<file path="src/dacs_pkg.sv">
package dacs_pkg;

    ////////////////////////////////////////////////////////////////////////////
    // control word field positions
    localparam int unsigned PAIR_SEL_LSB    = 10;
    localparam int unsigned UPDATE_GATE_LSB = 8;
    localparam int unsigned DEEP_SLEEP_BIT  = 7;
    localparam int unsigned NAP_BIT         = 6;
    localparam int unsigned AUTO_DOZE_BIT   = 5;
    localparam int unsigned REF_OFF_BIT     = 4;
    localparam int unsigned ACCESS_LSB      = 0;

    // scan program word field positions
    localparam int unsigned HANDSHAKE_LSB   = 10;
    localparam int unsigned SCAN_LEN_LSB    = 8;
    localparam int unsigned SLOT1_LSB       = 6;
    localparam int unsigned SLOT2_LSB       = 4;
    localparam int unsigned SLOT3_LSB       = 2;
    localparam int unsigned POSITION_LSB    = 0;

    ////////////////////////////////////////////////////////////////////////////
    // reset values
    localparam logic [11:0] CTRL_WORD_RESET = 12'h000;
    localparam logic [11:0] SCAN_WORD_RESET = 12'h000;
    localparam logic [9:0]  REF_DAC_RESET   = 10'h3ff;

    // codes
    localparam logic [1:0]  GATE_ENABLE     = 2'h1;
    localparam logic [2:0]  ACC_DAC_WRITE   = 3'h1;
    localparam logic [2:0]  ACC_DAC_READ    = 3'h3;
    localparam logic [2:0]  ACC_SCAN_WRITE  = 3'h4;
    localparam logic [2:0]  ACC_SOFT_RESET  = 3'h5;
    localparam logic [2:0]  ACC_SCAN_READ   = 3'h6;
    localparam logic [1:0]  HS_ONE_TRIG     = 2'h2;
    localparam logic [1:0]  HS_ONE_BUSY     = 2'h3;

    ////////////////////////////////////////////////////////////////////////////
    // cycle counts and result fifo depth
    localparam logic [3:0]  CONV_CLOCKS     = 4'hc;
    localparam logic [3:0]  WAKE_CLOCKS     = 4'h6;
    localparam logic [3:0]  GAP_CLOCKS      = 4'h2;
    localparam int unsigned RESULT_FIFO_DEPTH = 16;

    typedef enum logic [2:0] {
        CV_IDLE,
        CV_WAKE,
        CV_CONV,
        CV_PRE,
        CV_DRAIN,
        CV_GAP
    } dacs_conv_t;

    typedef enum logic [1:0] {
        RS_RESULT,
        RS_DAC,
        RS_SCAN
    } dacs_rsrc_t;

endpackage : dacs_pkg

</file>
<file path="src/dacs_core.sv">
`timescale 1ns/1ps
// Function
// - host writes control word, captured at strobe end
// - control word field layout, twelve bits
// - pair select codes drive input multiplexer
// - only update gate 01 enables programming
// - access function decodes next access
// - power-down applies at write strobe rise
// - DAC and sequencer need two writes
// - mux switches at write, trigger converts it
// - result register loads when busy falls
// - results two's complement twelve bits
// - third read without conversion returns zero
// - sequencer word layout, resets to zero
// - three handshake modes for trigger and busy
// - sequence length selects slots one to three
// - slot bits use pair select codes
// - position reads zero when disabled, else slot
// - results leave last in first out
// - surplus reads return zero
// - new conversion start overwrites unread results
// - read pointer resets on busy rise
// - twelve clocks plus precharge, no retrigger
// - access 101 soft resets whole device except the result fifo
// - reference DAC resets to all ones

////////////////////////////////////////////////////////////////////////////////
// result fifo between converter core and readout stack
module dacs_fifo #(
    parameter int unsigned WIDTH = 24,
    parameter int unsigned DEPTH = 16
) (
    input  wire logic             clk,       // system clock
    input  wire logic             reset,     // async reset, high
    input  wire logic [WIDTH-1:0] in_data,   // write data
    input  wire logic             in_valid,  // write request
    output logic                  in_ready,  // not full
    output logic [WIDTH-1:0]      out_data,  // head word
    output logic                  out_valid, // not empty
    input  wire logic             out_ready  // drain accepts head
);
    localparam int unsigned AW = $clog2(DEPTH);

    typedef struct packed {
        logic [DEPTH-1:0][WIDTH-1:0] mem;
        logic [AW-1:0]               wp;
        logic [AW-1:0]               rp;
        logic [AW:0]                 cnt;
    } dacs_fifo_st_t;

    dacs_fifo_st_t s_q;
    dacs_fifo_st_t s_d;
    logic          do_wr;
    logic          do_rd;

    assign in_ready  = (s_q.cnt != (AW+1)'(DEPTH));
    assign out_valid = (s_q.cnt != '0);
    assign out_data  = s_q.mem[s_q.rp];
    assign do_wr     = in_valid && in_ready;
    assign do_rd     = out_valid && out_ready;

    // pointer arithmetic wraps only for power-of-two depths
    always_comb begin
        s_d = s_q;
        if (do_wr) begin
            s_d.mem[s_q.wp] = in_data;
            s_d.wp          = s_q.wp + 1'b1;
        end
        if (do_rd) begin
            s_d.rp = s_q.rp + 1'b1;
        end
        s_d.cnt = s_q.cnt + (AW+1)'(do_wr) - (AW+1)'(do_rd);
    end

    always_ff @(posedge clk or posedge reset) begin
        if (reset) begin
            s_q <= '0;
        end else begin
            s_q <= s_d;
        end
    end
endmodule : dacs_fifo

////////////////////////////////////////////////////////////////////////////////
// control logic behind the parallel host port
module dacs_core (
    input  wire logic        clk,                   // 10 MHz system clock
    input  wire logic        reset,                 // async reset, high
    input  wire logic        wr_n,                  // write strobe, low active
    input  wire logic        rd_n,                  // read strobe, low active
    input  wire logic        conversion_trigger_n,  // falling edge starts
    input  wire logic [11:0] parallel_data_bus_in,  // bus level seen
    output logic      [11:0] parallel_data_bus_out, // read data driven
    output logic             parallel_data_bus_oe,  // high while driving
    output logic             busy,                  // conversion running
    input  wire logic [11:0] sample_a,              // converter A code
    input  wire logic [11:0] sample_b,              // converter B code
    output logic      [1:0]  mux_pair_sel,          // selected input pair
    output logic             deep_sleep,            // deep power-down
    output logic             nap,                   // nap power-down
    output logic             auto_doze,             // auto-nap enabled
    output logic             auto_doze_active,      // dozing after conversion
    output logic             reference_off,         // internal ref off
    output logic      [9:0]  ref_dac_code,          // reference DAC value
    output logic      [1:0]  scan_position          // next slot, 0 if off
);
    typedef struct packed {
        dacs_pkg::dacs_conv_t      st;
        dacs_pkg::dacs_rsrc_t      rsrc;
        logic [11:0]               cfg;
        logic [9:0]                dac;
        logic [9:0]                scan;     // bits 11:2 of scan word
        logic [1:0]                pos;
        logic                      pend_dac;
        logic                      pend_scan;
        logic                      wr_prev;
        logic                      rd_prev;
        logic                      trig_prev;
        logic [11:0]               wr_data;
        logic [3:0]                cnt;
        logic [1:0]                mux;
        logic [23:0]               hold;
        logic [2:0][23:0]          stack;
        logic [1:0]                depth;
        logic                      half;
        logic                      busy;
        logic [11:0]               dout;
        logic                      oe;
        logic                      doze;
    } dacs_state_t;

    localparam dacs_state_t RST = '{
        st: dacs_pkg::CV_IDLE, rsrc: dacs_pkg::RS_RESULT,
        cfg: dacs_pkg::CTRL_WORD_RESET, dac: dacs_pkg::REF_DAC_RESET,
        scan: dacs_pkg::SCAN_WORD_RESET[11:2], pos: 2'h0,
        wr_prev: 1'b1, rd_prev: 1'b1, trig_prev: 1'b1,
        default: '0};

    dacs_state_t s_q;
    dacs_state_t s_d;
    logic        wr_rise;
    logic        rd_fall;
    logic        trig_fall;
    logic        fifo_in_valid;
    logic        fifo_in_ready;
    logic [23:0] fifo_out_data;
    logic        fifo_out_valid;
    logic        fifo_out_ready;
    logic [11:0] wdat;
    logic [2:0]  acc;
    logic [1:0]  len;
    logic [1:0]  hs;

    // slot code of a scan position; codes match the pair select
    function automatic logic [1:0] slot_sel(input logic [9:0] scan, input logic [1:0] pos);
        case (pos)
            2'h1:    slot_sel = scan[dacs_pkg::SLOT1_LSB-2 +: 2];
            2'h2:    slot_sel = scan[dacs_pkg::SLOT2_LSB-2 +: 2];
            2'h3:    slot_sel = scan[dacs_pkg::SLOT3_LSB-2 +: 2];
            default: slot_sel = 2'h0;
        endcase
    endfunction : slot_sel

    ////////////////////////////////////////////////////////////////////////////
    // strobe edges, inputs are synchronous
    assign wr_rise   = !s_q.wr_prev && wr_n;
    assign rd_fall   = s_q.rd_prev && !rd_n;
    assign trig_fall = s_q.trig_prev && !conversion_trigger_n;
    assign wdat      = s_q.wr_data;
    assign acc       = wdat[dacs_pkg::ACCESS_LSB +: 3];
    assign len       = s_q.scan[dacs_pkg::SCAN_LEN_LSB-2 +: 2];
    assign hs        = s_q.scan[dacs_pkg::HANDSHAKE_LSB-2 +: 2];

    // results stall in the fifo while a read pops the stack
    assign fifo_in_valid  = (s_q.st == dacs_pkg::CV_PRE);
    assign fifo_out_ready = !rd_fall;

    dacs_fifo #(
        .WIDTH (24),
        .DEPTH (dacs_pkg::RESULT_FIFO_DEPTH)
    ) u_fifo (
        .clk       (clk),
        .reset     (reset),
        .in_data   (s_q.hold),
        .in_valid  (fifo_in_valid),
        .in_ready  (fifo_in_ready),
        .out_data  (fifo_out_data),
        .out_valid (fifo_out_valid),
        .out_ready (fifo_out_ready)
    );

    ////////////////////////////////////////////////////////////////////////////
    // next state
    always_comb begin
        logic [1:0] nxt;
        logic       last;
        s_d           = s_q;
        nxt           = 2'h0;
        last          = 1'b0;
        s_d.wr_prev   = wr_n;
        s_d.rd_prev   = rd_n;
        s_d.trig_prev = conversion_trigger_n;
        if (!wr_n) begin
            s_d.wr_data = parallel_data_bus_in;
        end

        // conversion sequencing
        case (s_q.st)
            dacs_pkg::CV_IDLE: begin
                // trigger during busy is the host's fault and is ignored
                if (trig_fall && fifo_in_ready) begin
                    s_d.doze = 1'b0;
                    s_d.cnt  = 4'h0;
                    s_d.st   = s_q.doze ? dacs_pkg::CV_WAKE : dacs_pkg::CV_CONV;
                    if (!s_q.doze) begin
                        s_d.hold  = {sample_a, sample_b};
                        s_d.busy  = 1'b1;
                        s_d.depth = 2'h0;
                        s_d.half  = 1'b0;
                    end
                end
            end
            dacs_pkg::CV_WAKE, dacs_pkg::CV_GAP: begin
                s_d.cnt = s_q.cnt + 4'h1;
                // the gap lets the newly switched pair settle before sampling
                if ((s_q.st == dacs_pkg::CV_GAP && s_q.cnt == dacs_pkg::GAP_CLOCKS - 4'h1) ||
                    (s_q.st == dacs_pkg::CV_WAKE && s_q.cnt == dacs_pkg::WAKE_CLOCKS - 4'h1)) begin
                    s_d.st    = dacs_pkg::CV_CONV;
                    s_d.cnt   = 4'h0;
                    s_d.hold  = {sample_a, sample_b};
                    s_d.busy  = 1'b1;
                    // one busy across all slots keeps the stack for lifo readout
                    if (!s_q.busy) begin
                        s_d.depth = 2'h0;
                        s_d.half  = 1'b0;
                    end
                end
            end
            dacs_pkg::CV_CONV: begin
                s_d.cnt = s_q.cnt + 4'h1;
                if (s_q.cnt == dacs_pkg::CONV_CLOCKS - 4'h1) begin
                    s_d.st = dacs_pkg::CV_PRE;
                end
            end
            dacs_pkg::CV_PRE: begin
                // precharge clock; holds until the fifo takes the pair
                if (fifo_in_ready) begin
                    s_d.st = dacs_pkg::CV_DRAIN;
                end
            end
            dacs_pkg::CV_DRAIN: begin
                // busy falls only once the pair sits in the stack
                if (!fifo_out_valid) begin
                    last = (len == 2'h0) || (s_q.pos == len);
                    nxt  = (len == 2'h0) ? 2'h0 : (last ? 2'h1 : s_q.pos + 2'h1);
                    s_d.pos = nxt;
                    if (len != 2'h0) begin
                        s_d.mux = slot_sel(s_q.scan, nxt);
                    end
                    s_d.cnt = 4'h0;
                    if (!last && hs == dacs_pkg::HS_ONE_BUSY) begin
                        // busy stays high through the settle gap
                        s_d.st   = dacs_pkg::CV_GAP;
                    end else if (!last && hs == dacs_pkg::HS_ONE_TRIG) begin
                        s_d.st   = dacs_pkg::CV_GAP;
                        s_d.busy = 1'b0;
                    end else begin
                        s_d.st   = dacs_pkg::CV_IDLE;
                        s_d.busy = 1'b0;
                        s_d.doze = s_q.cfg[dacs_pkg::AUTO_DOZE_BIT];
                    end
                end
            end
            default: begin
                s_d.st = dacs_pkg::CV_IDLE;
            end
        endcase

        // drained pair enters the stack, B below A so A leaves first
        if (fifo_out_valid && fifo_out_ready) begin
            if (s_d.depth == 2'h3) begin
                s_d.stack[2] = fifo_out_data;
            end else begin
                s_d.stack[s_d.depth] = fifo_out_data;
                s_d.depth            = s_d.depth + 2'h1;
            end
            s_d.half = 1'b0;
        end

        // read pulse: drive the chosen source while the strobe is low
        if (rd_fall) begin
            s_d.oe   = 1'b1;
            s_d.rsrc = dacs_pkg::RS_RESULT;
            case (s_q.rsrc)
                dacs_pkg::RS_DAC:  s_d.dout = {2'h0, s_q.dac};
                dacs_pkg::RS_SCAN: s_d.dout = {s_q.scan, s_q.pos};
                default: begin
                    if (s_q.depth == 2'h0) begin
                        s_d.dout = 12'h000;
                    end else if (!s_q.half) begin
                        s_d.dout = s_q.stack[s_q.depth - 2'h1][23:12];
                        s_d.half = 1'b1;
                    end else begin
                        s_d.dout  = s_q.stack[s_q.depth - 2'h1][11:0];
                        s_d.half  = 1'b0;
                        s_d.depth = s_q.depth - 2'h1;
                    end
                end
            endcase
        end else if (rd_n) begin
            s_d.oe = 1'b0;
        end

        // write strobe end: second write of a pair, or a control word
        if (wr_rise) begin
            if (s_q.pend_dac) begin
                s_d.dac      = wdat[9:0];
                s_d.pend_dac = 1'b0;
            end else if (s_q.pend_scan) begin
                s_d.scan      = wdat[11:2];
                s_d.pend_scan = 1'b0;
                s_d.pos       = (wdat[dacs_pkg::SCAN_LEN_LSB +: 2] == 2'h0) ? 2'h0 : 2'h1;
                s_d.mux       = (wdat[dacs_pkg::SCAN_LEN_LSB +: 2] == 2'h0)
                              ? s_q.cfg[dacs_pkg::PAIR_SEL_LSB +: 2]
                              : wdat[dacs_pkg::SLOT1_LSB +: 2];
            end else if (acc == dacs_pkg::ACC_SOFT_RESET) begin
                s_d = RST;
                s_d.wr_prev   = wr_n;
                s_d.rd_prev   = rd_n;
                s_d.trig_prev = conversion_trigger_n;
            end else begin
                s_d.cfg = wdat;
                if (len == 2'h0) begin
                    s_d.mux = wdat[dacs_pkg::PAIR_SEL_LSB +: 2];
                end
                // factory test gate 10 is treated as disabled
                if (wdat[dacs_pkg::UPDATE_GATE_LSB +: 2] == dacs_pkg::GATE_ENABLE) begin
                    s_d.pend_dac  = (acc == dacs_pkg::ACC_DAC_WRITE);
                    s_d.pend_scan = (acc == dacs_pkg::ACC_SCAN_WRITE);
                end
                if (acc == dacs_pkg::ACC_DAC_READ) begin
                    s_d.rsrc = dacs_pkg::RS_DAC;
                end else if (acc == dacs_pkg::ACC_SCAN_READ) begin
                    s_d.rsrc = dacs_pkg::RS_SCAN;
                end
                // deep or nap abort a running conversion
                if (wdat[dacs_pkg::DEEP_SLEEP_BIT] || wdat[dacs_pkg::NAP_BIT]) begin
                    s_d.st   = dacs_pkg::CV_IDLE;
                    s_d.busy = 1'b0;
                end
            end
        end
    end

    always_ff @(posedge clk or posedge reset) begin
        if (reset) begin
            s_q <= RST;
        end else begin
            s_q <= s_d;
        end
    end

    ////////////////////////////////////////////////////////////////////////////
    // outputs straight from state flops
    assign parallel_data_bus_out = s_q.dout;
    assign parallel_data_bus_oe  = s_q.oe;
    assign busy                  = s_q.busy;
    assign mux_pair_sel          = s_q.mux;
    assign deep_sleep            = s_q.cfg[dacs_pkg::DEEP_SLEEP_BIT];
    assign nap                   = s_q.cfg[dacs_pkg::NAP_BIT];
    assign auto_doze             = s_q.cfg[dacs_pkg::AUTO_DOZE_BIT];
    assign auto_doze_active      = s_q.doze;
    assign reference_off         = s_q.cfg[dacs_pkg::REF_OFF_BIT];
    assign ref_dac_code          = s_q.dac;
    assign scan_position         = s_q.pos;
endmodule : dacs_core

</file>
<file path="config.mk">
export PLATFORM = sky130hd
export DESIGN_NAME = dacs_core
export DESIGN_NICKNAME = d
export VERILOG_FILES = /design/src/dacs_pkg.sv /design/src/dacs_core.sv
export SDC_FILE = /design/constraint.sdc
export NUM_CORES = 1
export LEC_CHECK = 0
export ABC_AREA = 1
export BUFFER_PORTS_ARGS = -buffer_cell sky130_fd_sc_hd__buf_2
export CAP_MARGIN = 40
export CORE_ASPECT_RATIO = 2
export CORE_UTILIZATION = 44
export DETAILED_ROUTE_END_ITERATION = 10
export GPL_ROUTABILITY_DRIVEN = 0
export PLACE_DENSITY = 0.71
export SYNTH_ARGS = -nofsm -noshare
export SYNTH_HDL_FRONTEND = slang
export SYNTH_SLANG_ARGS = --single-unit
</file>
<file path="constraint.sdc">
create_clock -name clk -period 44.1 [get_ports clk]
set_input_delay 2.205 -clock clk [delete_from_list [all_inputs] [get_ports clk]]
set_output_delay 2.205 -clock clk [all_outputs]
set_load 0.01 [all_outputs]
</file>
Yosys cells after proc, flatten, opt, wreduce, memory -nomap -nowiden:

Cells that the tools add are included.

* flip-flop bits (word level): 573
* output and inout bits: 33
* logic and storage cells: 210

* $add $sub $neg: 8
* order comparisons: 6
* equal/unequal tests: 25
* muxes and demuxes: 92
* bitwise logic cells: 2
* reductions and logical operators: 34

Operators by type and width (number)
* 384-bit bitwise mux: 1
* 24-bit 2-to-1 mux: 8
* 176-bit 2-to-1 mux: 1
* 136-bit 2-to-1 mux: 1
* 114-bit 2-to-1 mux: 1
* 99-bit 2-to-1 mux: 1
* 24-bit binary-select mux with 4-bit select: 1
* 24-bit demux with 4-bit select: 1
* 75-bit 2-to-1 mux: 1
* 72-bit bitwise mux: 1
* 12-bit 2-to-1 mux: 6
* 50-bit 2-to-1 mux: 1
* 24-bit binary-select mux with 2-bit select: 1
* 24-bit demux with 2-bit select: 1
* 24-bit case mux with 2 select lines: 1
* 3-bit 2-to-1 mux: 12
* 17-bit 2-to-1 mux: 2
* 2-bit 2-to-1 mux: 17
* 16-bit 2-to-1 mux: 2
* 27-bit 2-to-1 mux: 1
* 12-bit case mux with 2 select lines: 1
* 22-bit 2-to-1 mux: 1
* 4-bit 2-to-1 mux: 5
* 4-bit case mux with 4 select lines: 1
* 40 further kinds: 98

Longest topological paths before layout:

Gate-level depths: netlist of the first run.

* depth after elaboration: 20
* depth in mapped cells: 13
* mapped depth without buffers: 12

Cells and area by module:

From an unflattened synthesis of the first run, not the netlist that was laid out.

* cell total of the unflattened synthesis: 3579
* area, all modules: 27792.9 µm²

Modules (own cells, without submodules)
* dacs_fifo: times used 1, cells an instance 2512, area an instance 19198.4 µm²
* dacs_core: times used 1, cells an instance 1067, area an instance 8594.5 µm²

Worst setup path before layout of the first run:

No wires, ideal clock.

* path kind: input to register
* from: in rd_n
* to: reg u_fifo.s_q[4] in the netlist's numbering
* data arrival time: 3865 ps
* path slack: 40156 ps
* stages: 11
* cell sequence: inv_1 -> nand2_1 -> nand2_1 -> inv_2 -> ha_1 -> inv_1 -> ha_1 -> inv_1 -> fa_1 -> o21ai_0 -> xor2_1

RTL lines
* start, declared: line dacs_core.sv:90 `input wire logic rd_n,`
* end signal, assigned: line dacs_core.sv:77 `s_q <= '0;`
* end signal, assigned: line dacs_core.sv:79 `s_q <= s_d;`
* end, declared: line dacs_core.sv:51 `dacs_fifo_st_t s_q;`

==> results of run 1 <==
per-stage QoR:
step           util [%]  cell area (µm²)  std cells
3_5_place_dp      45.26            27110       3862
6_report          47.89            28690       3952
2_1_floorplan         -            26630       3240
5_1_grt           47.89            28690       3952
4_1_cts           47.89            28690       3952
3_3_place_gp      44.96            26930       3854
layout by cell type (no fill, tap or decap), types with 2 or more instances in the layout:
cell type,synthesis,routed
xor2_1,8,8
nor2_1,445,445
buf_4,34,33
a21oi_1,71,71
nand3_1,111,104
dfrtp_4,0,2
clkinv_2,0,8
a31oi_1,4,4
nand2_1,675,673
nand4_2,5,5
inv_8,0,2
clkbuf_8,0,10
o22ai_1,22,22
dfstp_2,13,13
clkbuf_16,0,50
o21ai_0,614,614
nand3_2,3,10
nor2_2,6,6
inv_1,186,184
o21ai_1,79,79
buf_2,75,73
clkbuf_1,128,17
a21o_1,2,2
o211ai_1,106,106
inv_2,13,12
clkinv_4,0,2
a41oi_1,10,10
nand4_1,4,4
nand2_2,4,6
xnor2_1,2,2
dfrtp_1,554,551
buf_16,0,4
nor3_1,4,4
buf_12,0,4
ha_1,16,16
nor2_4,4,4
nand3b_1,2,2
final timing paths:
| check | from | endpoint | slack [ns] | cells after the start |
|---|---|---|---|---|
| worst max-delay path | reset | u_fifo.s_q[229]$_DFFE_PP0P_ | 39.37 | 7 |
| worst min-delay path | u_fifo.s_q[317]$_DFFE_PP0P_ | u_fifo.s_q[317]$_DFFE_PP0P_ | 0.48 | 2 |
| worst max register to register | u_fifo.s_q[5]$_DFFE_PP0P_ | s_q[89]$_DFF_PP0_ | 40.60 | 8 |
| worst min register to register | u_fifo.s_q[317]$_DFFE_PP0P_ | u_fifo.s_q[317]$_DFFE_PP0P_ | 0.48 | 2 |
| max in group clk | wr_n | parallel_data_bus_out[1]$_DFF_PP0_ | 39.58 | 12 |
| min in group asynchronous | reset | s_q[173]$_DFF_PP0_ | 1.65 | 2 |
layer usage:
metal	part of all wire [%]	track usage, %	up-vias	wire (µm)
li1	-	-	10390	-
met1	39	28.39	10630	28500
met2	52	43.87	713	37840
met3	5.2	2.629	197	3784
met4	4.5	11.52	0	3314
met5	0	0	-	0
logic make-up (layout without fill, tap and decap cells):
logic type,Yosys count,in the layout,share of synthesized area (%)
compound gates,916,916,18.62
xor+xnor,10,10,0.3289
fa+ha+maj,17,17,0.8269
buf+inv,465,403,7.922
flops,567,567,53.34
simple gates,1265,1265,18.96
power breakdown:
| part | internal [mW] | total (mW) | switching (mW) | leakage, nW |
|---|---|---|---|---|
| Sequential | 0.640 | 0.718 | 0.0778 | 7.52 |
| Clock | 0.234 | 0.434 | 0.200 | 0.775 |
| Combinational | 0.232 | 0.787 | 0.555 | 5.06 |
tightest hold or removal path, delay by kind of cell (launching register included):
family | cells | cell delay (ns)
compound gates | 1 | 0.06
flops | 1 | 0.33
simple gates | 1 | 0.05
state kept, by name, summed over array words and instances (netlist names), 10 cells and up:
signal,cells
ref_dac_code,10
u_fifo.s_q,397
parallel_data_bus_out,12
s_q,121
wdat,12
final cells by class:
| cell class | count | area (µm²) |
|---|---|---|
| clock buffer | 77 | 1453 |
| clock inverter | 13 | 126.4 |
| inverter | 199 | 763.2 |
| timing repair buffer | 114 | 803.3 |
| tap | 774 | 968.4 |
| fill | 5722 | 31220 |
| multi-input combinational | 2208 | 10360 |
| sequential | 567 | 14210 |
==> run metrics, run 1 <==
Min Hold Slack 0.4777 ns; hold_buf cts 0; post-synthesis area per instance 8.219 µm²; post-route setup slack 39.37 ns; Final Cycle Share 10.74%; RSZ-0062 raised after global routing false; Async S/R FF share, synth 100.0%; Clock Pin Slew Worst Setup and Hold Paths 0.07 ns; leakage power 13.35 nW; CP peak stage delay 0.59 ns; Max Cap Violations 0; first-pass GRT wire length 117,500 µm; initial core utilization 44.45%; Area Growth Syn to Fin 7.739%; total track usage 24.26%; slowest stage cell, crit path buf_12; Yosys top cell area share 52.06%; worst slack, placed 38.64 ns; Clock Path Buffers 3; Seq cells post-synth 567; CP endpoint kind asynchronous set/reset pin; run status finished clean; maximum vdd ir drop 0.07198 mV; DRC viols 0; clock sinks 567; most frequent cells after synthesis 675 x nand2_1, 614 x o21ai_0, 554 x dfrtp_1; Post-Syn Instances 3,240; Final nets 3,198; final setup fails 0; synthesized area 26,630 µm²; min Tclk post-route 4.735 ns; setup bufs post-CTS 0; Wirelength per Cell 18.58 µm; crit path buf inv count 7; vias per std cell 5.548; Vias 21,920; drt pass-1 iters 6; Ports 74; Synth cell types 41; worst min-delay path class flop to flop; gr ovfl total 0; Ys Warns 0; row count 127; Synth Flop Type dfrtp_1; Power Total 1.939 mW; HPWL reported at the end of detailed placement 43,890 µm; PortBufs 73; Clock Skew 0.02078 ns; vias in the first global route 21,470; DR iter-0 viols 1,971; CTS Buf Count 50; diodes inserted 0; WP data arrival 5.41 ns; critical path class primary input to asynchronous set/reset pin; number of synthesized flops with an enable pin 0; Die Y 349.9 µm; CTS tree yes; crit-path max FO 167; final setup TNS 0 ns; CP Launch Type primary input; CP cell instances buf_2 -> inv_8 -> buf_16 -> buf_12 -> buf_4 -> buf_16 -> buf_4; largest net degree at the start of global routing 168; Max Clk Rate 211.2 MHz; H-Tree Level Count 2; Seq/Total Area, Yosys 53.34%; fin. max-slew vios 0; Worst EP required 44.77 ns; Power Density 67.59 nW/µm²; Die ar. 61,570 µm²; area of the core 59,910 µm²; Horiz. Die Dim 176.0 µm; initial antenna violation count 0; top-count cell post-synth nand2_1; final hold violations 0; Slew Limit Headroom 33.29%; share of layout cells above drive strength 1 8.024%; Slew @ Worst Pin 1.001 ns; WL final 73,440 µm; largest cells by area after synthesis dfrtp_1 52%, o21ai_0 12%, nand2_1 9.5%; Net Count, Synth 3,298; Root Buffer clkbuf_16; antenna viol nets, final 0; cell type with the largest total area after synthesis dfrtp_1; clk_lat worst skew 0.61 ns; # resized after CTS 0; top cell family by delay on the critical path buffers and inverters
(Power assumes the default switching activity.)
==> run 2: changes to the inputs <==
--- a/config.mk
+++ b/config.mk
@@ -12,7 +12,7 @@
 export CORE_UTILIZATION = 44
 export DETAILED_ROUTE_END_ITERATION = 10
 export GPL_ROUTABILITY_DRIVEN = 0
-export PLACE_DENSITY = 0.71
+export PLACE_DENSITY = 0.73
 export SYNTH_ARGS = -nofsm -noshare
 export SYNTH_HDL_FRONTEND = slang
 export SYNTH_SLANG_ARGS = --single-unit
==> constraint.sdc (replaced) <==
create_clock -name clk -period 4.02 [get_ports clk]
set_input_delay 0.201 -clock clk [delete_from_list [all_inputs] [get_ports clk]]
set_output_delay 0.201 -clock clk [all_outputs]
set_load 0.01 [all_outputs]
==> run metrics, run 2 (synthesized netlist as in run 1, its figures left out) <==
run status finished clean; CP cell instances nor2_2 -> inv_2 -> nor2_4 -> inv_2 -> nand2_2 -> nand3_4 -> nand4_2 -> buf_4 -> o21ai_0 -> nor2_1; CP endpoint kind flop; vias in the first global route 21,420 (-0.26%); Die Y 349.9 µm (unchanged); first-pass GRT wire length 116,100 µm (-1.2%); Die ar. 61,570 µm² (unchanged); Ports 74 (unchanged); most used cells in the layout excluding fill and tap cells 673 x nand2_1, 614 x o21ai_0, 551 x dfrtp_1; Final nets 3,243 (+1.4%); slowest stage cell, crit path nand4_2; CTS Buf Count 50 (unchanged); Clock Skew 0.02200 ns (+0.001219 ns); critical path class flop to flop; setup bufs post-CTS 0 (unchanged); start of the worst register-to-register path s_q[173]$_DFF_PP0_; largest net degree at the start of global routing 201 (+20%); antenna viol nets, final 0 (unchanged); share of layout cells above drive strength 1 8.217% (+0.19 points); Vias 22,040 (+0.52%); row count 127 (unchanged); min Tclk post-route 2.768 ns; CP peak stage delay 0.54 ns (-0.05 ns); drt pass-1 iters 5 (-1); total track usage 23.84% (-0.42 points); Slew @ Worst Pin 0.9703 ns (-0.03042 ns); clk_lat worst skew 0.61 ns (about the same); vias per std cell 5.511 (-0.66%); PortBufs 73 (unchanged); fin. max-slew vios 0 (unchanged); crit path buf inv count 3 (-4); final hold violations 0 (unchanged); critical path's most frequent cell inv_2; biggest regs u_fifo.s_q x397, s_q x121; Slew Limit Headroom 35.31% (+2.0 points); CP Launch Type flop; WL final 72,080 µm (-1.9%); Root Buffer clkbuf_16; post-route setup slack 1.252 ns (-38.11 ns); hold_buf cts 40 (+40); max reg flops 397 (unchanged); H-Tree Level Count 2 (unchanged); crit-path max FO 26 (-84%); Area Growth Syn to Fin 9.778%; HPWL reported at the end of detailed placement 44,440 µm (+1.3%); post-layout util 48.80% (+0.91 points); Clock Path Buffers 3 (unchanged); leakage power 13.59 nW (+1.7%); worst slack, placed 1.267 ns (-37.37 ns); diodes inserted 0 (unchanged); worst reg2reg path endpoint s_q[62]$_DFF_PP0_; Worst Reg-to-Reg Cells 10 (+2); Max Cap Violations 0 (unchanged); Power Density 738.8 nW/µm² (+990%); initial core utilization 44.45% (unchanged); Biggest register u_fifo.s_q; DR iter-0 viols 2,020 (+2.5%); maximum vdd ir drop 0.5185 mV (+620%); WP data arrival 3.24 ns (-2.17 ns); initial antenna violation count 0 (unchanged); area of the core 59,910 µm² (unchanged); top cell family by delay on the critical path simple AND/OR/NAND/NOR gates; clock sinks 567 (unchanged); DRC viols 0 (unchanged); most common cell after layout, fill and taps aside nand2_1; Horiz. Die Dim 176.0 µm (unchanged); # resized after CTS 0 (unchanged); Worst EP required 4.49 ns (-40.28 ns); RSZ-0062 raised after global routing false; gr ovfl total 0 (unchanged); r2r setup slk 1.25 ns (-39.35 ns); Clock Pin Slew Worst Setup and Hold Paths 0.07 ns (about the same); Final Cycle Share 68.85%; CTS tree yes; Wirelength per Cell 18.02 µm (-3.0%); worst min-delay path class primary input to asynchronous set/reset pin; Max Clk Rate 361.3 MHz; final setup fails 0 (unchanged)
==> run 2: cell types whose count changed in the layout (fill, tap and decap cells not counted) <==
cell | before | now
buf_12 | 4 | 9
buf_16 | 4 | 2
buf_4 | 33 | 35
bufinv_16 | 1 | 2
clkbuf_1 | 17 | 14
clkbuf_16 | 50 | 51
clkbuf_8 | 10 | 13
clkinv_2 | 8 | 7
clkinv_4 | 2 | 1
clkinvlp_4 | 1 | 2
dlygate4sd3_1 | 0 | 40
inv_6 | 0 | 3
inv_8 | 2 | 0
==> run 2: per-layer routing <==
metal / vias to the layer above / share of wire [%] / global-route usage [%]
met1: 10710 / 40 / 28.24
li1: 10500 / - / -
met5: - / 0 / 0
met3: 184 / 4.5 / 2.477
met4: 0 / 5.0 / 11.91
met2: 641 / 51 / 42.53
==> run 2: worst register-to-register path, cell delays in order (launching register included) <==
cell and delay, ns:
dfrtp_1 0.47, nor2_2 0.07, inv_2 0.08, nor2_4 0.04
inv_2 0.09, nand2_2 0.38, nand3_4 0.28, nand4_2 0.54
buf_4 0.45, o21ai_0 0.17, nor2_1 0.06
==> run 2: area by class of cell <==
| class | count | area [µm²] |
|---|---|---|
| clock inverter | 14 | 160.2 |
| fill | 5723 | 30670 |
| multi-input combinational | 2208 | 10360 |
| timing repair buffer | 159 | 1264 |
| sequential | 567 | 14210 |
| clock buffer | 78 | 1508 |
| inverter | 199 | 757.0 |
| tap | 774 | 968.4 |
==> run 2: stage by stage <==
step / std cells / power (mW) / TNS, ns / hold WS [ns] / area, µm²
after detailed placement: 3867 / 16.67 / 0 / 0.2567 / 27160
after global placement: 3865 / 16.52 / 0 / 0.2563 / 27110
after floorplan: 3240 / 14.22 / -2178.62 / 0.2055 / 26630
after global routing: 3999 / 23.10 / 0 / 0.1899 / 29230
final: 3999 / 21.60 / 0 / 0.1761 / 29230
after CTS: 3999 / 21.66 / 0 / 0.1685 / 29230
==> run 2: worst max-delay path by stage <==
stage                       endpoint  depth (start not counted)          startpoint
4_1_cts            s_q[62]$_DFF_PP0_                         10  s_q[173]$_DFF_PP0_
3_3_place_gp       s_q[62]$_DFF_PP0_                         10  s_q[173]$_DFF_PP0_
2_1_floorplan  auto_doze$_DFFE_PP0P_                          1               reset
5_1_grt            s_q[62]$_DFF_PP0_                         10  s_q[173]$_DFF_PP0_
3_5_place_dp       s_q[62]$_DFF_PP0_                         10  s_q[173]$_DFF_PP0_
6_report           s_q[62]$_DFF_PP0_                         10  s_q[173]$_DFF_PP0_
==> run 2: power breakdown <==
part	switching [mW]	total, mW	internal, mW
logic	6.18	8.83	2.66
clock network	2.19	4.92	2.73
registers	0.822	7.85	7.03
total	9.19	21.6	12.4
